File: config.mk
export PLATFORM = sky130hd
export DESIGN_NAME = sacpf_top
export DESIGN_NICKNAME = d
export VERILOG_FILES = /design/src/sacpf_pkg.sv /design/src/sacpf_seq_if.sv /design/src/sacpf_timer.sv /design/src/sacpf_sar.sv /design/src/sacpf_top.sv
export SDC_FILE = /design/constraint.sdc
export NUM_CORES = 1
export LEC_CHECK = 0
export ABC_AREA = 1
export BUFFER_PORTS_ARGS = -buffer_cell sky130_fd_sc_hd__buf_4
export CORE_MARGIN = 1.5
export CORE_UTILIZATION = 49
export DETAILED_ROUTE_END_ITERATION = 8
export GPL_TIMING_DRIVEN = 0
export MAX_ROUTING_LAYER = met4
export PLACE_DENSITY = 0.74
export SLEW_MARGIN = 0
export SYNTH_ARGS = -nofsm -noshare
export SYNTH_HDL_FRONTEND = slang
export SYNTH_HIERARCHICAL = 1
export SYNTH_SLANG_ARGS = --single-unit
File: constraint.sdc
create_clock -name CORE_CLK -period 4.5 [get_ports CORE_CLK]
set_input_delay 0.225 -clock CORE_CLK [delete_from_list [all_inputs] [get_ports CORE_CLK]]
set_output_delay 0.225 -clock CORE_CLK [all_outputs]
set_load 0.005 [all_outputs]
File: src/sacpf_pkg.sv
// Constants and helpers for the converter control block
package sacpf_pkg;

	// Register addresses on the internal bus
	localparam logic [15:0] ADDR_MODE = 16'hff28;
	localparam logic [15:0] ADDR_CHAN = 16'hff29;
	localparam logic [15:0] ADDR_PF_MODE = 16'hff2a;
	localparam logic [15:0] ADDR_PF_THRESH = 16'hff2b;
	localparam logic [15:0] ADDR_RESULT_LO = 16'hff08;
	localparam logic [15:0] ADDR_RESULT_HI = 16'hff09;

	// Reset values
	localparam logic [7:0] MODE_RESET = 8'h00;
	localparam logic [7:0] CHAN_RESET = 8'h00;
	localparam logic [7:0] PF_MODE_RESET = 8'h00;
	localparam logic [7:0] PF_THRESH_RESET = 8'h00;

	// Field layout, writable bit masks
	localparam int MODE_RUN_BIT = 7;
	localparam int MODE_TSEL_LSB = 3;
	localparam int MODE_TSEL_MSB = 5;
	localparam int MODE_REF_BIT = 0;
	localparam logic [7:0] MODE_MASK = 8'hb9;
	localparam logic [7:0] CHAN_MASK = 8'h03;
	localparam int PF_EN_BIT = 7;
	localparam int PF_POL_BIT = 6;
	localparam logic [7:0] PF_MODE_MASK = 8'hc0;
	localparam logic [7:0] PF_THRESH_MASK = 8'hff;

	// Converter geometry
	localparam int RES_BITS = 10;
	localparam int PAD_BITS = 6;
	localparam int CHANNELS = 4;
	localparam logic [RES_BITS-1:0] MSB_TRIAL = 10'h200;

	// Each conversion is 24 equal periods: 14 sampling, 10 bit trials
	localparam int CONV_PERIODS = 24;
	localparam logic [4:0] SAMPLE_LAST = 5'h0d;
	localparam logic [4:0] PHASE_LAST = 5'h17;
	localparam int PERIOD_W = 4;

	// Conversion times in main clock periods per select code
	localparam int CONV_CYC_000 = 288;
	localparam int CONV_CYC_001 = 240;
	localparam int CONV_CYC_010 = 192;
	localparam int CONV_CYC_100 = 144;
	localparam int CONV_CYC_101 = 120;
	localparam int CONV_CYC_110 = 96;

	// Reference generator settling
	localparam int CLK_PERIOD_NS = 20;
	localparam int REF_SETTLE_NS = 14000;
	localparam int REF_SETTLE_CYC =
		(REF_SETTLE_NS + CLK_PERIOD_NS - 1) / CLK_PERIOD_NS;
	localparam int REF_CNT_W = 10;

	// Clock periods in one trial period for a select code
	function automatic logic [PERIOD_W-1:0] bit_period(
		input logic [2:0] code);
		case (code)
			3'h1: bit_period = PERIOD_W'(CONV_CYC_001 / CONV_PERIODS);
			3'h2: bit_period = PERIOD_W'(CONV_CYC_010 / CONV_PERIODS);
			3'h4: bit_period = PERIOD_W'(CONV_CYC_100 / CONV_PERIODS);
			3'h5: bit_period = PERIOD_W'(CONV_CYC_101 / CONV_PERIODS);
			3'h6: bit_period = PERIOD_W'(CONV_CYC_110 / CONV_PERIODS);
			// Prohibited codes fall back to the slowest, safest timing
			default: bit_period = PERIOD_W'(CONV_CYC_000 / CONV_PERIODS);
		endcase
	endfunction

endpackage

File: src/sacpf_seq_if.sv
// Link between period timer and approximation sequencer
`timescale 1ns/100ps
`default_nettype none
interface sacpf_seq_if;
	import sacpf_pkg::*;
	logic run;
	logic restart;
	logic [PERIOD_W-1:0] period;
	logic tick;
	logic cmp_in;
	logic sample;
	logic [RES_BITS-1:0] approx;
	logic done;
	logic [RES_BITS-1:0] result;

	modport timer (input run, input restart, input period, output tick);
	modport sar (input run, input restart, input tick, input cmp_in,
		output sample, output approx, output done, output result);
	modport ctrl (output run, output restart, output period,
		output cmp_in, input sample, input approx, input done,
		input result);
endinterface
`default_nettype wire

File: src/sacpf_timer.sv
// Trial period timer: one tick per conversion period
`timescale 1ns/100ps
`default_nettype none
module sacpf_timer (
	input wire logic clk, // Main clock
	input wire logic rst, // Asynchronous reset, high
	sacpf_seq_if.timer seq // Sequencer link
);
	import sacpf_pkg::*;

	logic [PERIOD_W-1:0] cnt;

	always_ff @(posedge clk or posedge rst) begin
		if (rst) begin
			cnt <= '0;
			seq.tick <= 1'b0;
		end else if (!seq.run || seq.restart) begin
			cnt <= '0;
			seq.tick <= 1'b0;
		end else if (cnt == seq.period - PERIOD_W'(1)) begin
			cnt <= '0;
			seq.tick <= 1'b1;
		end else begin
			cnt <= cnt + PERIOD_W'(1);
			seq.tick <= 1'b0;
		end
	end

endmodule
`default_nettype wire

File: src/sacpf_sar.sv
// Successive approximation sequencer with sample-and-hold control
`timescale 1ns/100ps
`default_nettype none
module sacpf_sar (
	input wire logic clk, // Main clock
	input wire logic rst, // Asynchronous reset, high
	sacpf_seq_if.sar seq // Timer and control link
);
	import sacpf_pkg::*;

	logic [4:0] phase;
	logic [3:0] bidx;
	logic [RES_BITS-1:0] next_approx;

	assign bidx = 4'(PHASE_LAST - phase);

	// Keep tried bit if input at or above tap, then try the next one
	always_comb begin
		next_approx = seq.approx;
		next_approx[bidx] = seq.cmp_in;
		if (bidx != 4'h0)
			next_approx[bidx - 4'h1] = 1'b1;
	end

	always_ff @(posedge clk or posedge rst) begin
		if (rst) begin
			phase <= '0;
			seq.sample <= 1'b0;
			seq.approx <= '0;
			seq.done <= 1'b0;
			seq.result <= '0;
		end else begin
			seq.done <= 1'b0;
			if (seq.restart || !seq.run) begin
				phase <= '0;
				seq.sample <= seq.run;
				seq.approx <= '0;
			end else if (seq.tick) begin
				if (phase < SAMPLE_LAST) begin
					phase <= phase + 5'h1;
				end else if (phase == SAMPLE_LAST) begin
					seq.sample <= 1'b0;
					seq.approx <= MSB_TRIAL;
					phase <= phase + 5'h1;
				end else if (phase == PHASE_LAST) begin
					// Tap parks at zero while the next sample is taken
					seq.approx <= '0;
					seq.result <= next_approx;
					seq.done <= 1'b1;
					seq.sample <= 1'b1;
					phase <= '0;
				end else begin
					seq.approx <= next_approx;
					phase <= phase + 5'h1;
				end
			end
		end
	end

endmodule
`default_nettype wire

File: src/sacpf_top.sv
// Control logic for a 10-bit SAR converter with power-fail compare
// Summary of operation
// Produce 10-bit results from one of four selectable analog channels.
// With run set, convert the chosen channel repeatedly; interrupt each end.
// With power-fail compare on, interrupt only when threshold condition holds.
// Unselected analog pins still serve as digital input port pins.
// Sample at conversion start, hold until that conversion ends.
// Resolve bits MSB first, then copy to the result register.
// Result left-justified in upper 10 bits; low 6 read zero.
// Mode register takes bit and byte writes; reset clears it.
// Mode bits: 7 run, 5..3 time select, 0 reference enable.
// Select codes give 288/240/192/144/120/96 clocks; others prohibited.
// Software picks a code giving 14 us up to under 100 us.
// Reference enable powers the generator; it settles after 14 us.
// Software waits 14 us from reference enable to setting run.
// Both clear stops; reference only waits; run selects conversion.
// First result with reference unsettled is treated as unusable.
// Software stops conversion before changing the time select field.
// A mode register write inserts a bus wait cycle.
// Compare enable; polarity picks upper 8 bits >= or < threshold.
// Channel register low two bits pick channel; upper bits zero.
// Control or threshold write aborts conversion; restart if run set.
// Try each bit, sample comparator after settling, clear if below.
`timescale 1ns/100ps
`default_nettype none
module sacpf_top (
	input wire logic CORE_CLK, // Main clock, 50 MHz
	input wire logic RESET, // Asynchronous reset, high
	input wire logic [15:0] BUS_ADDR, // Internal bus byte address
	input wire logic BUS_WR, // Byte write strobe
	input wire logic BUS_BIT_WR, // Single-bit write strobe
	input wire logic [2:0] BUS_BIT_NUM, // Bit number for bit write
	input wire logic [7:0] BUS_WDATA, // Write data, bit value in bit 0
	input wire logic BUS_RD, // Read strobe
	output logic [7:0] BUS_RDATA, // Read data, cycle after strobe
	output logic BUS_WAIT, // One wait cycle after control write or result read
	input wire logic CMP_IN, // Comparator: input at or above tap
	input wire logic [3:0] PIN_IN, // Digital levels of analog pins
	output logic [3:0] PORT_DATA, // Port input data
	output logic [1:0] CHANNEL_SEL, // Analog selector
	output logic SH_SAMPLE, // High sample, low hold
	output logic [9:0] TAP_CODE, // Resistor string tap code
	output logic REF_GEN_EN, // Reference generator power
	output logic CONV_DONE_IRQ // Conversion done, one-cycle pulse
);
	import sacpf_pkg::*;

	sacpf_seq_if seq ();

	logic [7:0] converter_mode_reg;
	logic [7:0] channel_select_reg;
	logic [7:0] powerfail_mode_reg;
	logic [7:0] powerfail_threshold_reg;
	logic [RES_BITS-1:0] conversion_result_reg;
	logic conversion_run;
	logic ref_generator_enable;
	logic powerfail_compare_enable;
	logic powerfail_compare_polarity;
	logic any_wr;
	logic wr_mode;
	logic wr_chan;
	logic wr_pf_mode;
	logic wr_pf_thresh;
	logic hit_mode;
	logic hit_chan;
	logic hit_pf_mode;
	logic hit_pf_thresh;
	logic hit_res_lo;
	logic hit_res_hi;
	// One-hot operating mode from the run and reference bits
	typedef enum logic [2:0] {
		ST_STOPPED = 3'b001,
		ST_WAITING = 3'b010,
		ST_CONVERTING = 3'b100
	} sacpf_op_t;
	sacpf_op_t op_state;
	sacpf_op_t next_op_state;
	logic restart;
	logic [REF_CNT_W-1:0] ref_cnt;
	logic ref_ready;
	logic first_bad;
	logic cond_ge;
	logic fire;
	logic [7:0] next_rdata;

	////////////////////////////////////////////////////////////////
	// Register write path

	// Byte write or read-modify-write of one bit; fixed bits stay zero
	function automatic logic [7:0] merge(input logic [7:0] old,
		input logic [7:0] mask);
		logic [7:0] v;
		v = old;
		if (BUS_WR)
			v = BUS_WDATA;
		else
			v[BUS_BIT_NUM] = BUS_WDATA[0];
		merge = v & mask;
	endfunction

	// Address decode shared by the write, read and wait paths
	function automatic logic [5:0] reg_hit(input logic [15:0] a);
		reg_hit = 6'h00;
		if (a == ADDR_MODE)
			reg_hit = 6'h01;
		else if (a == ADDR_CHAN)
			reg_hit = 6'h02;
		else if (a == ADDR_PF_MODE)
			reg_hit = 6'h04;
		else if (a == ADDR_PF_THRESH)
			reg_hit = 6'h08;
		else if (a == ADDR_RESULT_LO)
			reg_hit = 6'h10;
		else if (a == ADDR_RESULT_HI)
			reg_hit = 6'h20;
	endfunction

	assign {hit_res_hi, hit_res_lo, hit_pf_thresh, hit_pf_mode, hit_chan,
		hit_mode} = reg_hit(BUS_ADDR);
	assign any_wr = BUS_WR || BUS_BIT_WR;
	assign wr_mode = any_wr && hit_mode;
	assign wr_chan = any_wr && hit_chan;
	assign wr_pf_mode = any_wr && hit_pf_mode;
	// Threshold takes byte writes only
	assign wr_pf_thresh = BUS_WR && hit_pf_thresh;

	always_ff @(posedge CORE_CLK or posedge RESET) begin
		if (RESET) begin
			converter_mode_reg <= MODE_RESET;
			channel_select_reg <= CHAN_RESET;
			powerfail_mode_reg <= PF_MODE_RESET;
			powerfail_threshold_reg <= PF_THRESH_RESET;
		end else begin
			if (wr_mode)
				converter_mode_reg <= merge(converter_mode_reg,
					MODE_MASK);
			if (wr_chan)
				channel_select_reg <= merge(channel_select_reg,
					CHAN_MASK);
			if (wr_pf_mode)
				powerfail_mode_reg <= merge(powerfail_mode_reg,
					PF_MODE_MASK);
			if (wr_pf_thresh)
				powerfail_threshold_reg <= BUS_WDATA & PF_THRESH_MASK;
		end
	end

	assign conversion_run = converter_mode_reg[MODE_RUN_BIT];
	assign ref_generator_enable = converter_mode_reg[MODE_REF_BIT];
	assign powerfail_compare_enable = powerfail_mode_reg[PF_EN_BIT];
	assign powerfail_compare_polarity = powerfail_mode_reg[PF_POL_BIT];

	////////////////////////////////////////////////////////////////
	// Read path and wait cycle

	always_comb begin
		if (hit_mode)
			next_rdata = converter_mode_reg;
		else if (hit_chan)
			next_rdata = channel_select_reg;
		else if (hit_pf_mode)
			next_rdata = powerfail_mode_reg;
		else if (hit_pf_thresh)
			next_rdata = powerfail_threshold_reg;
		else if (hit_res_hi)
			next_rdata = conversion_result_reg[RES_BITS-1:2];
		else if (hit_res_lo)
			next_rdata = {conversion_result_reg[1:0],
				PAD_BITS'(0)};
		else
			next_rdata = 8'h00;
	end

	always_ff @(posedge CORE_CLK or posedge RESET) begin
		if (RESET)
			BUS_RDATA <= 8'h00;
		else if (BUS_RD)
			BUS_RDATA <= next_rdata;
	end

	// Writes to any control register, and result reads, stall the bus
	always_ff @(posedge CORE_CLK or posedge RESET) begin
		if (RESET)
			BUS_WAIT <= 1'b0;
		else
			BUS_WAIT <= wr_mode || wr_chan || wr_pf_mode || wr_pf_thresh
				|| (BUS_RD && (hit_res_hi || hit_res_lo));
	end

	////////////////////////////////////////////////////////////////
	// Start, abort and restart

	always_ff @(posedge CORE_CLK or posedge RESET) begin
		if (RESET) begin
			restart <= 1'b0;
		end else begin
			// Any control write restarts from sampling if run is set
			restart <= wr_mode || wr_chan || wr_pf_mode
				|| wr_pf_thresh;
		end
	end

	// Mode lags the control bits one cycle, so it also marks run rising
	always_comb begin
		next_op_state = op_state;
		case (op_state)
			ST_STOPPED: begin
				if (conversion_run)
					next_op_state = ST_CONVERTING;
				else if (ref_generator_enable)
					next_op_state = ST_WAITING;
			end
			ST_WAITING: begin
				if (conversion_run)
					next_op_state = ST_CONVERTING;
				else if (!ref_generator_enable)
					next_op_state = ST_STOPPED;
			end
			ST_CONVERTING: begin
				if (!conversion_run)
					next_op_state = ref_generator_enable
						? ST_WAITING : ST_STOPPED;
			end
			default: next_op_state = ST_STOPPED;
		endcase
	end

	always_ff @(posedge CORE_CLK or posedge RESET) begin
		if (RESET)
			op_state <= ST_STOPPED;
		else
			op_state <= next_op_state;
	end

	assign seq.run = conversion_run;
	assign seq.restart = restart;
	assign seq.period = bit_period(
		converter_mode_reg[MODE_TSEL_MSB:MODE_TSEL_LSB]);
	assign seq.cmp_in = CMP_IN;

	sacpf_timer u_timer (
		.clk(CORE_CLK),
		.rst(RESET),
		.seq(seq)
	);

	sacpf_sar u_sar (
		.clk(CORE_CLK),
		.rst(RESET),
		.seq(seq)
	);

	////////////////////////////////////////////////////////////////
	// Reference generator settling and first-result validity

	always_ff @(posedge CORE_CLK or posedge RESET) begin
		if (RESET)
			ref_cnt <= '0;
		else if (!ref_generator_enable)
			ref_cnt <= '0;
		else if (!ref_ready)
			ref_cnt <= ref_cnt + REF_CNT_W'(1);
	end

	assign ref_ready = (ref_cnt == REF_CNT_W'(REF_SETTLE_CYC));

	// Reference not settled at run start spoils the first result only
	always_ff @(posedge CORE_CLK or posedge RESET) begin
		if (RESET)
			first_bad <= 1'b0;
		else if (conversion_run && op_state != ST_CONVERTING)
			first_bad <= !ref_ready;
		else if (seq.done)
			first_bad <= 1'b0;
	end

	////////////////////////////////////////////////////////////////
	// Result capture and interrupt

	assign cond_ge = seq.result[RES_BITS-1:2] >= powerfail_threshold_reg;
	// Polarity zero fires on at-or-above, one fires on below
	assign fire = !powerfail_compare_enable
		|| (cond_ge ^ powerfail_compare_polarity);

	always_ff @(posedge CORE_CLK or posedge RESET) begin
		if (RESET)
			conversion_result_reg <= '0;
		else if (seq.done)
			conversion_result_reg <= seq.result;
	end

	always_ff @(posedge CORE_CLK or posedge RESET) begin
		if (RESET)
			CONV_DONE_IRQ <= 1'b0;
		else
			CONV_DONE_IRQ <= seq.done && fire && !first_bad;
	end

	////////////////////////////////////////////////////////////////
	// Analog side and shared port pins

	assign SH_SAMPLE = seq.sample;
	assign TAP_CODE = seq.approx;

	always_ff @(posedge CORE_CLK or posedge RESET) begin
		if (RESET) begin
			CHANNEL_SEL <= 2'h0;
			REF_GEN_EN <= 1'b0;
			PORT_DATA <= 4'h0;
		end else begin
			CHANNEL_SEL <= channel_select_reg[1:0];
			REF_GEN_EN <= ref_generator_enable;
			// Only the selected pin is blanked while converting
			PORT_DATA <= PIN_IN & ~(conversion_run
				? (4'h1 << channel_select_reg[1:0]) : 4'h0);
		end
	end

endmodule
`default_nettype wire

== After elaboration in Yosys (flattened, before gate mapping) ==
Cells that the tools add are included.

* Add/sub/neg operators: 6
* Multipliers: 0
* Divide/modulo/power cells: 0
* $lt $le $gt $ge: 8
* Equal/unequal tests: 24
* Shifts and indexed selects: 1
* Muxes and demuxes: 63
* Bitwise operators: 7
* Reductions and logical operators: 31

{| class="wikitable"
|+ Operator list
! operator !! count
|-
| $eq 16x16->1 const B || 6
|-
| $mux 10 || 8
|-
| $mux 8 || 8
|-
| $mux 6 || 6
|-
| $mux 5 || 5
|-
| $bwmux 8 || 3
|-
| $pmux 4 s5 || 1
|-
| $mux 1 || 17
|-
| $mux 3 || 5
|-
| $eq 3x3->1 const B || 4
|-
| $mux 4 || 3
|-
| $logic_and 1x1->1 || 11
|-
| $add 10x1->10 const B || 1
|-
| $bwmux 10 || 1
|-
| $eq 10x10->1 const B || 1
|-
| $lt 4x5->1 const B || 2
|-
| $or 10x10->10 || 1
|-
| $ne 3x3->1 const B || 3
|-
| $pmux 3 s3 || 1
|-
| $demux 1 s4 || 2
|-
| $ge 4x1->1 const B || 2
|-
| $ge 8x8->1 || 1
|-
| $logic_or 1x1->1 || 8
|-
| $sub 4x1->4 const B || 2
|-
| 27 further kinds || 38
|}

* Bits in registers: 91
* Latch bits: 0
* Bits in writable memories: 0
* ROM bits: 0
* Input bits: 37
* Output and inout bits: 28
* Logic and storage cells: 162
* Memories: 0

== Depth between registers and ports, before layout ==
Gate-level depths: netlist of the first run.

* Depth in word-level cells: 13
* Mapped depth: 14
* Gate-level depth less buffers: 14

== Modules after synthesis ==
The synthesis of the first run kept the hierarchy.

{| class="wikitable"
|+ Modules (own cells, without submodules)
! module !! instances !! cells each !! area an instance (um2) !! seq. area each (um2)
|-
| sacpf_top || 1 || 408 || 3279.4 || 1477.7
|-
| sacpf_sar || 1 || 207 || 1520.2 || 675.6
|-
| sacpf_timer || 1 || 47 || 356.6 || 125.1
|}

== Worst setup path after synthesis of the first run ==
Ideal clock, no wire load.

* Path type: register to register
* Start: register converter_mode_reg[3]
* End: register u_timer.cnt[2]
* Setup time: 0.121 ns
* Arrival: 1.518 ns
* Required time: 4.379 ns
* Path slack: 2.862 ns
* Stages on the path, launching flop included: 11
* Path buffers: 0
* Period minus slack after synthesis: 1.638 ns
* Cells stage by stage: dfrtp_1 -> inv_1 -> nor3_1 -> inv_2 -> ha_1 -> xor2_1 -> nand2_1 -> nor2_1 -> nand2_2 -> nand2_4 -> nor2_2

* Word-level cells in the longest chain between the ends: 6
* Elaborated cells on any way between the ends: 10
* Those cells by class: add/sub: 1; eq/ne: 6; mux: 3

{| class="wikitable"
|+ RTL lines
! item !! RTL line !! source
|-
| start: declaration || sacpf_top.sv:50 || <nowiki>logic [7:0] converter_mode_reg;</nowiki>
|-
| start signal: assignment || sacpf_top.sv:135 || <nowiki>converter_mode_reg <= merge(converter_mode_reg,</nowiki>
|-
| $eq 3x3->1, or another cell as far along || sacpf_pkg.sv:60 || <nowiki>case (code)</nowiki>
|-
| $pmux 4 s5 * || sacpf_pkg.sv:60 ||
|-
| net seq.period[0] || sacpf_seq_if.sv:8 || <nowiki>logic [PERIOD_W-1:0] period;</nowiki>
|-
| $sub 4x1->4 * || sacpf_timer.sv:20 || <nowiki>end else if (cnt == seq.period - PERIOD_W'(1)) begin</nowiki>
|-
| $eq 4x4->1 * || sacpf_timer.sv:20 ||
|-
| $mux 4 * || sacpf_timer.sv:20 ||
|-
| $mux 4 * || sacpf_timer.sv:17 || <nowiki>end else if (!seq.run || seq.restart) begin</nowiki>
|-
| end signal: assignment || sacpf_timer.sv:24 || <nowiki>cnt <= cnt + PERIOD_W'(1);</nowiki>
|-
| end: declaration || sacpf_timer.sv:11 || <nowiki>logic [PERIOD_W-1:0] cnt;</nowiki>
|}

Mark *: on every way through the listed nets, which the timed path passes. The rest lies on a longest branch.
A chain may end at the register's enable or synchronous reset.

== Worst setup path after layout of the first run ==
* Start: register converter_mode_reg[5]
* End: register u_timer.cnt[2]

The elaborated chain is that of the path after synthesis.

==> reports/qor.csv, run 1 <==
stage,metric,value,unit
routing,initial detailed-routing violation count,252,
cts,clock tree sinks,91,
global_route,first-pass GRT wire length,20.30,mm
yosys,Synth top area share,0.4368,
final_layout,Layout area overhead,17.45,%
floorplan,die area,11150,um^2
worst_setup_path,CP top delay family,simple AND/OR/NAND/NOR gates,
cts,Skew-Pair Late Insertion Delay,0.36,ns
placed_design,Port Buffers,63,
worst_setup_path,worst-path fanout max,6,
timing,Rel. slew slack,0.3199,
routing,first drt pass iteration count,4,
run_status,status,completed,
power_and_ir_drop,total power,1.531,mW
yosys,biggest area consumer among synthesized cells,dfrtp_1,
power_and_ir_drop,P per Cell Area,252.9,nW/um^2
yosys,"EDFF count, synth",0,
yosys,Ys Warns,6,
floorplan,Rows,37,
timing,minimum clock period,1.928,ns
routing,DR vias/cell,5.175,
worst_setup_path,critical-path cell list,"inv_1, nor3_1, inv_2, ha_1, xor2_1, nand2_1, nor2_1, nand2_2, nand2_4, nor2_2",
timing,fin crit share,0.4285,
worst_setup_path,WP data required,4.74,ns
worst_setup_path,Startpoint Class,register,
final_layout,Final Util,0.5892,
power_and_ir_drop,maximum vdd drop,152.5,uV
yosys,Syn Inst Count,662,
final_layout,ANT cells,0,
cts,CTS tree,built,
yosys,Post-synth top flop,dfrtp_1,
routing,Routed Antenna Nets,0,
final_layout,"most common cell after layout, fill and taps aside",nand2_1,
routing,# DRC,0,
timing,Final Hold Vio Count,0,
timing,Slew @ Worst Pin,1.019,ns
cts,CTS root buf,clkbuf_8,
timing,Final Max Slew Viols,0,
timing,hold slack,0.06892,ns
final_layout,Filler cells,933,
yosys,Area contributors post-synth,"dfrtp_1 44%, nand2_1 15%, inv_1 6.7%, ha_1 4.4%, nand3_1 3.8%",
power_and_ir_drop,Static Leak,3.085,nW
floorplan,CORE AREA,10280,um^2
yosys,Post-Syn Area,5156,um^2
placed_design,Placer Congestion,0.9451,
worst_setup_path,Critical Path Sink Type,register,
final_layout,"commonest cells after routing, fill and taps aside","211 x nand2_1, 91 x inv_1, 90 x dfrtp_1, 63 x buf_4, 45 x nor2_1",
cts,Max clock buf depth,2,
cts,clk slew on worst S/H paths,0.08,ns
timing,clock skew,0.01537,ns
timing,setup TNS,0,ns
floorplan,Starting Density,0.5017,
cts,buffer count from post-CTS setup fixing,0,
yosys,Synth async-reset ratio,1.000,
yosys,sequential-to-total area share from yosys stat,0.4419,
worst_setup_path,WS Path Type,register to register,
routing,final WL,11.88,mm
final_layout,post-layout net count,793,
timing,fmax,518.6,MHz
floorplan,die width,105.6,um
floorplan,Die Y,105.6,um
worst_setup_path,buffers plus inverters on the worst setup path,2,
final_layout,layout cell share with drive strength beyond 1,0.1723,
global_route,gr usage total,0.2333,
yosys,Unique masters post-synth,44,
global_route,initial antenna violation count,0,
global_route,number of global-route vias before repair,4382,
timing,unrepaired setup endpoints after global routing,false,
floorplan,Top Ports,65,
cts,CTS Buf Count,9,
worst_setup_path,Crit-path slowest cell,dfrtp_1,
routing,vias post-DR,4549,
timing,endpoints failing setup,0,
global_route,largest net degree at the start of global routing,33,
worst_setup_path,crit path DAT,2.17,ns
cts,CTS H-Tree Depth,3,
yosys,synthesized flop and latch total,91,
global_route,grt ovf,0,
flow_run,Max Cap Viol,0,
yosys,Mapped Nets,717,
worst_setup_path,worst stage delay on the critical path,0.47,ns
hold_path,Worst Hold Class,input pin to register,
yosys,syn avg cell area,7.789,um^2
placed_design,Final HPWL DP,9.217,mm
routing,routed len/inst,13.51,um
-- synth_stat cells, types with 6 or more instances --
cell,count
nand2_1,211
nand2_2,6
nor3_1,12
o21ai_1,7
nor2_2,10
dfrtp_1,90
nor2_1,45
inv_1,92
o21ai_0,36
ha_1,18
nand3_1,39
nand4_1,7
o211ai_1,6
a21oi_1,15
-- cell families (layout without fill, tap and decap cells) --
kind of cell / after synthesis / in the layout / synth area share
adder cells (fa/ha/maj): 18 / 18 / 0.04368
AO/OA/AOI/OAI: 87 / 87 / 0.09925
multiplexers: 6 / 6 / 0.01650
XOR/XNOR: 6 / 6 / 0.01019
AND/OR/NAND/NOR: 352 / 352 / 0.3121
buffers and inverters: 102 / 183 / 0.07644
flip-flops: 91 / 91 / 0.4419
-- timing repair --
item | 4_1_cts | 5_1_grt
gates resized for setup | 0 | 0
hold buffers | 1 | 0
endpoints found under the hold margin | 31 | 0
-- power by group --
part           leakage (nW)  switching [mW]  internal, mW
sequential             1.18         0.00104         0.820
combinational          1.79          0.0529        0.0349
clock                 0.110           0.291         0.332
-- metrics by stage --
stage                     cell area [um^2]  setup WS (ns)  instances
after global routing                  6056          2.469        879
after detailed placement              5819          2.593        862
after floorplan                       5156          2.820        662
final                                 6056          2.572        879
after global placement                5799          2.113        861
after CTS                             6056          2.573        879
-- routing by layer --
metal,vias up,global-route usage,routed length (um)
li1,2281,-,-
met1,2136,0.3049,5510
met5,-,-,0
met3,28,0.03278,495
met4,0,0.09749,344
met2,104,0.3669,5527
-- final cells by class --
cell class                 instances  area, um^2  area share
timing repair buffer              65       503.0     0.08306
buffer                             5       30.03    0.004959
tap                              136       170.2     0.02810
sequential                        91        2278      0.3762
multi-input combinational        469        2484      0.4101
clock buffer                      11       141.4     0.02335
inverter                          97       364.1     0.06012
clock inverter                     5       85.08     0.01405
-- worst min-delay path: cells and delay by family --
kind | cells | cell delay (ns)
buffers and inverters | 2 | 0.12
AND/OR/NAND/NOR | 1 | 0.04
-- path summary, 6_finish.rpt --
| kind | start | end | slack (ns) | cells past startpoint |
|---|---|---|---|---|
| setup reg to reg | converter_mode_reg[5] | u_timer/cnt[2] | 2.57 | 10 |
| min in group asynchronous | RESET | u_timer/seq.tick | 0.35 | 3 |
| hold reg to reg | BUS_RDATA[0] | BUS_RDATA[0] | 0.49 | 2 |
| setup / recovery | converter_mode_reg[5] | u_timer/cnt[2] | 2.57 | 10 |
| hold / removal | PIN_IN[3] | PORT_DATA[3] | 0.07 | 3 |
| max in group asynchronous | RESET | u_sar/seq.result[1] | 3.18 | 3 |
Power figures use the tool's default switching activity.
==> run 2: changes to the inputs <==
Clock period 4.5 ns to 1.8 ns, I/O delays scaled along.
==> run 2 against run 1 <==
Effect of this change:
- die area is the same
- sequential cell count is the same
- clock skew is essentially flat
- final cell count up 1.7%
- critical path depth is 1 higher
- largest cell class unchanged
- largest power group unchanged
==> reports/qor.csv, run 2 (synthesis gave the netlist of run 1 again) <==
stage,metric,value,unit,change
run_status,status,completed,,
cts,Skew-Pair Late Insertion Delay,0.36,ns,about the same
timing,endpoints failing setup,0,,unchanged
floorplan,die area,11150,um^2,unchanged
placed_design,Port Buffers,63,,unchanged
final_layout,Layout area overhead,20.94,%,
timing,PnR worst setup slack,0.06936,ns,-2.502 ns
floorplan,Starting Density,0.5017,,unchanged
routing,first drt pass iteration count,6,,+2
worst_setup_path,Startpoint Class,register,,
hold_path,Worst Hold Class,input pin to register,,
cts,CTS H-Tree Depth,3,,unchanged
final_layout,ANT cells,0,,unchanged
floorplan,Rows,37,,unchanged
floorplan,CORE AREA,10280,um^2,unchanged
routing,Routed Antenna Nets,0,,unchanged
cts,CTS tree,built,,
worst_setup_path,worst-path fanout max,4,,-2
worst_setup_path,worst stage delay on the critical path,0.46,ns,about the same
global_route,first-pass GRT wire length,20.69,mm,+1.9%
timing,Slew @ Worst Pin,1.020,ns,+0.0005806 ns
placed_design,pre-CTS WS,-0.1073,ns,-2.700 ns
timing,Rel. slew slack,0.3195,,-0.0003880
timing,fmax,577.8,MHz,+11%
worst_setup_path,Critical Path Sink Type,register,,
final_layout,fin cells,894,,+1.7%
cts,CTS root buf,clkbuf_8,,
flow_run,Max Cap Viol,0,,unchanged
timing,minimum clock period,1.731,ns,-0.1976 ns
final_layout,Filler cells,921,,-1.3%
global_route,gr usage total,0.2378,,+0.004494
cts,clk slew on worst S/H paths,0.10,ns,+0.02 ns
power_and_ir_drop,Static Leak,3.146,nW,+2.0%
global_route,number of global-route vias before repair,4454,,+1.6%
final_layout,"commonest cells after routing, fill and taps aside","210 x nand2_1, 88 x inv_1, 87 x dfrtp_1, 68 x buf_4, 44 x nor2_1",,
placed_design,Placer Congestion,0.9451,,unchanged
timing,Final Hold Vio Count,0,,unchanged
routing,routed len/inst,13.60,um,+0.63%
cts,Max clock buf depth,2,,unchanged
global_route,largest net degree at the start of global routing,33,,unchanged
timing,Final Max Slew Viols,0,,unchanged
worst_setup_path,R2R depth,11,,+1
placed_design,Final HPWL DP,9.217,mm,unchanged
routing,# DRC,0,,unchanged
global_route,grt ovf,0,,unchanged
power_and_ir_drop,total power,3.851,mW,+150%
final_layout,"most common cell after layout, fill and taps aside",nand2_1,,
global_route,initial antenna violation count,0,,unchanged
power_and_ir_drop,maximum vdd drop,392.8,uV,+160%
final_layout,post-layout net count,808,,+1.9%
final_layout,layout cell share with drive strength beyond 1,0.1926,,+0.02034
timing,fin crit share,0.9615,,+0.5330
worst_setup_path,crit path DAT,1.98,ns,-0.19 ns
worst_setup_path,WS Path Type,register to register,,
routing,final WL,12.16,mm,+2.3%
worst_setup_path,critical-path cell list,"inv_2, nand2_2, a21oi_2, inv_2, ha_4, xor2_1, nand2_1, nor2_2, nand2_2, nand2_4, nor2_2",,
power_and_ir_drop,P per Cell Area,617.5,nW/um^2,+140%
routing,vias post-DR,4626,,+1.7%
routing,DR vias/cell,5.174,,about the same
worst_setup_path,Crit-path slowest cell,dfrtp_1,,
cts,clock tree sinks,91,,unchanged
placed_design,Placed Cells incl. Taps,862,,unchanged
cts,CTS Buf Count,9,,unchanged
timing,clock skew,0.01571,ns,+0.0003415 ns
hold_path,Hold Path Depth,3,,unchanged
routing,initial detailed-routing violation count,330,,+31%
floorplan,die width,105.6,um,unchanged
floorplan,Die Y,105.6,um,unchanged
worst_setup_path,WP data required,2.05,ns,-2.69 ns
floorplan,Top Ports,65,,unchanged
[run 2: path summary, 6_finish.rpt]
kind,start,end,slack (ns)
min,BUS_WDATA[0],channel_select_reg[0],0.01
max,converter_mode_reg[4],u_timer/cnt[2],0.07
min reg2reg,BUS_RDATA[0],BUS_RDATA[0],0.49
max reg2reg,converter_mode_reg[4],u_timer/cnt[2],0.07
max in group asynchronous,RESET,u_sar/phase[0],0.55
min in group asynchronous,RESET,u_timer/cnt[3],0.22
[run 2: area by class of cell]
| class | count | area, um^2 | area share |
|---|---|---|---|
| Multi-Input combinational cell | 469 | 2522 | 0.4045 |
| Sequential cell | 91 | 2282 | 0.3660 |
| Timing Repair Buffer | 80 | 640.6 | 0.1027 |
| Inverter | 97 | 364.1 | 0.05839 |
| Tap cell | 136 | 170.2 | 0.02729 |
| Clock buffer | 11 | 141.4 | 0.02267 |
| Clock inverter | 5 | 85.08 | 0.01364 |
| Buffer | 5 | 30.03 | 0.004815 |
[run 2: power by group]
part / internal, mW / switching, mW / leakage (nW)
logic: 0.102 / 0.137 / 1.86
registers: 2.05 / 0.00259 / 1.18
clock network: 0.829 / 0.732 / 0.110
[run 2: layer usage]
layer | track usage | vias to the layer above | share of wire
li1 | - | 2313 | -
met2 | 0.3754 | 128 | 0.47
met4 | 0.09942 | 0 | 0.025
met5 | - | - | 0
met1 | 0.3100 | 2160 | 0.46
met3 | 0.03278 | 25 | 0.048
[run 2: critical path, delay by kind of cell, from the launching register on]
| kind | cells | cell delay (ns) |
|---|---|---|
| AO/OA/AOI/OAI | 1 | 0.13 |
| XOR/XNOR | 1 | 0.15 |
| adder cells (fa/ha/maj) | 1 | 0.26 |
| buffers and inverters | 2 | 0.17 |
| flip-flops | 1 | 0.46 |
| AND/OR/NAND/NOR | 6 | 0.46 |
[run 2: repair_timing]
item / 4_1_cts / 5_1_grt
resized for setup: 2 / 12
hold buffers: 11 / 0
hold endpoints to repair: 41 / 0
setup buffers: 3 / 2
setup endpoints to repair: 5 / 17
pin swaps: 0 / 3
[run 2: metrics by stage]
step,utilization,area (um^2),hold slack (ns),setup TNS (ns)
6_report,0.6068,6236,0.01044,0
5_1_grt,0.6068,6236,0.01275,-0.003985
4_1_cts,0.6018,6185,0.001656,0
3_5_place_dp,0.5662,5819,0.03253,-0.4465
3_3_place_gp,0.5643,5799,0.02434,-26.04
2_1_floorplan,-,5156,-0.1315,0
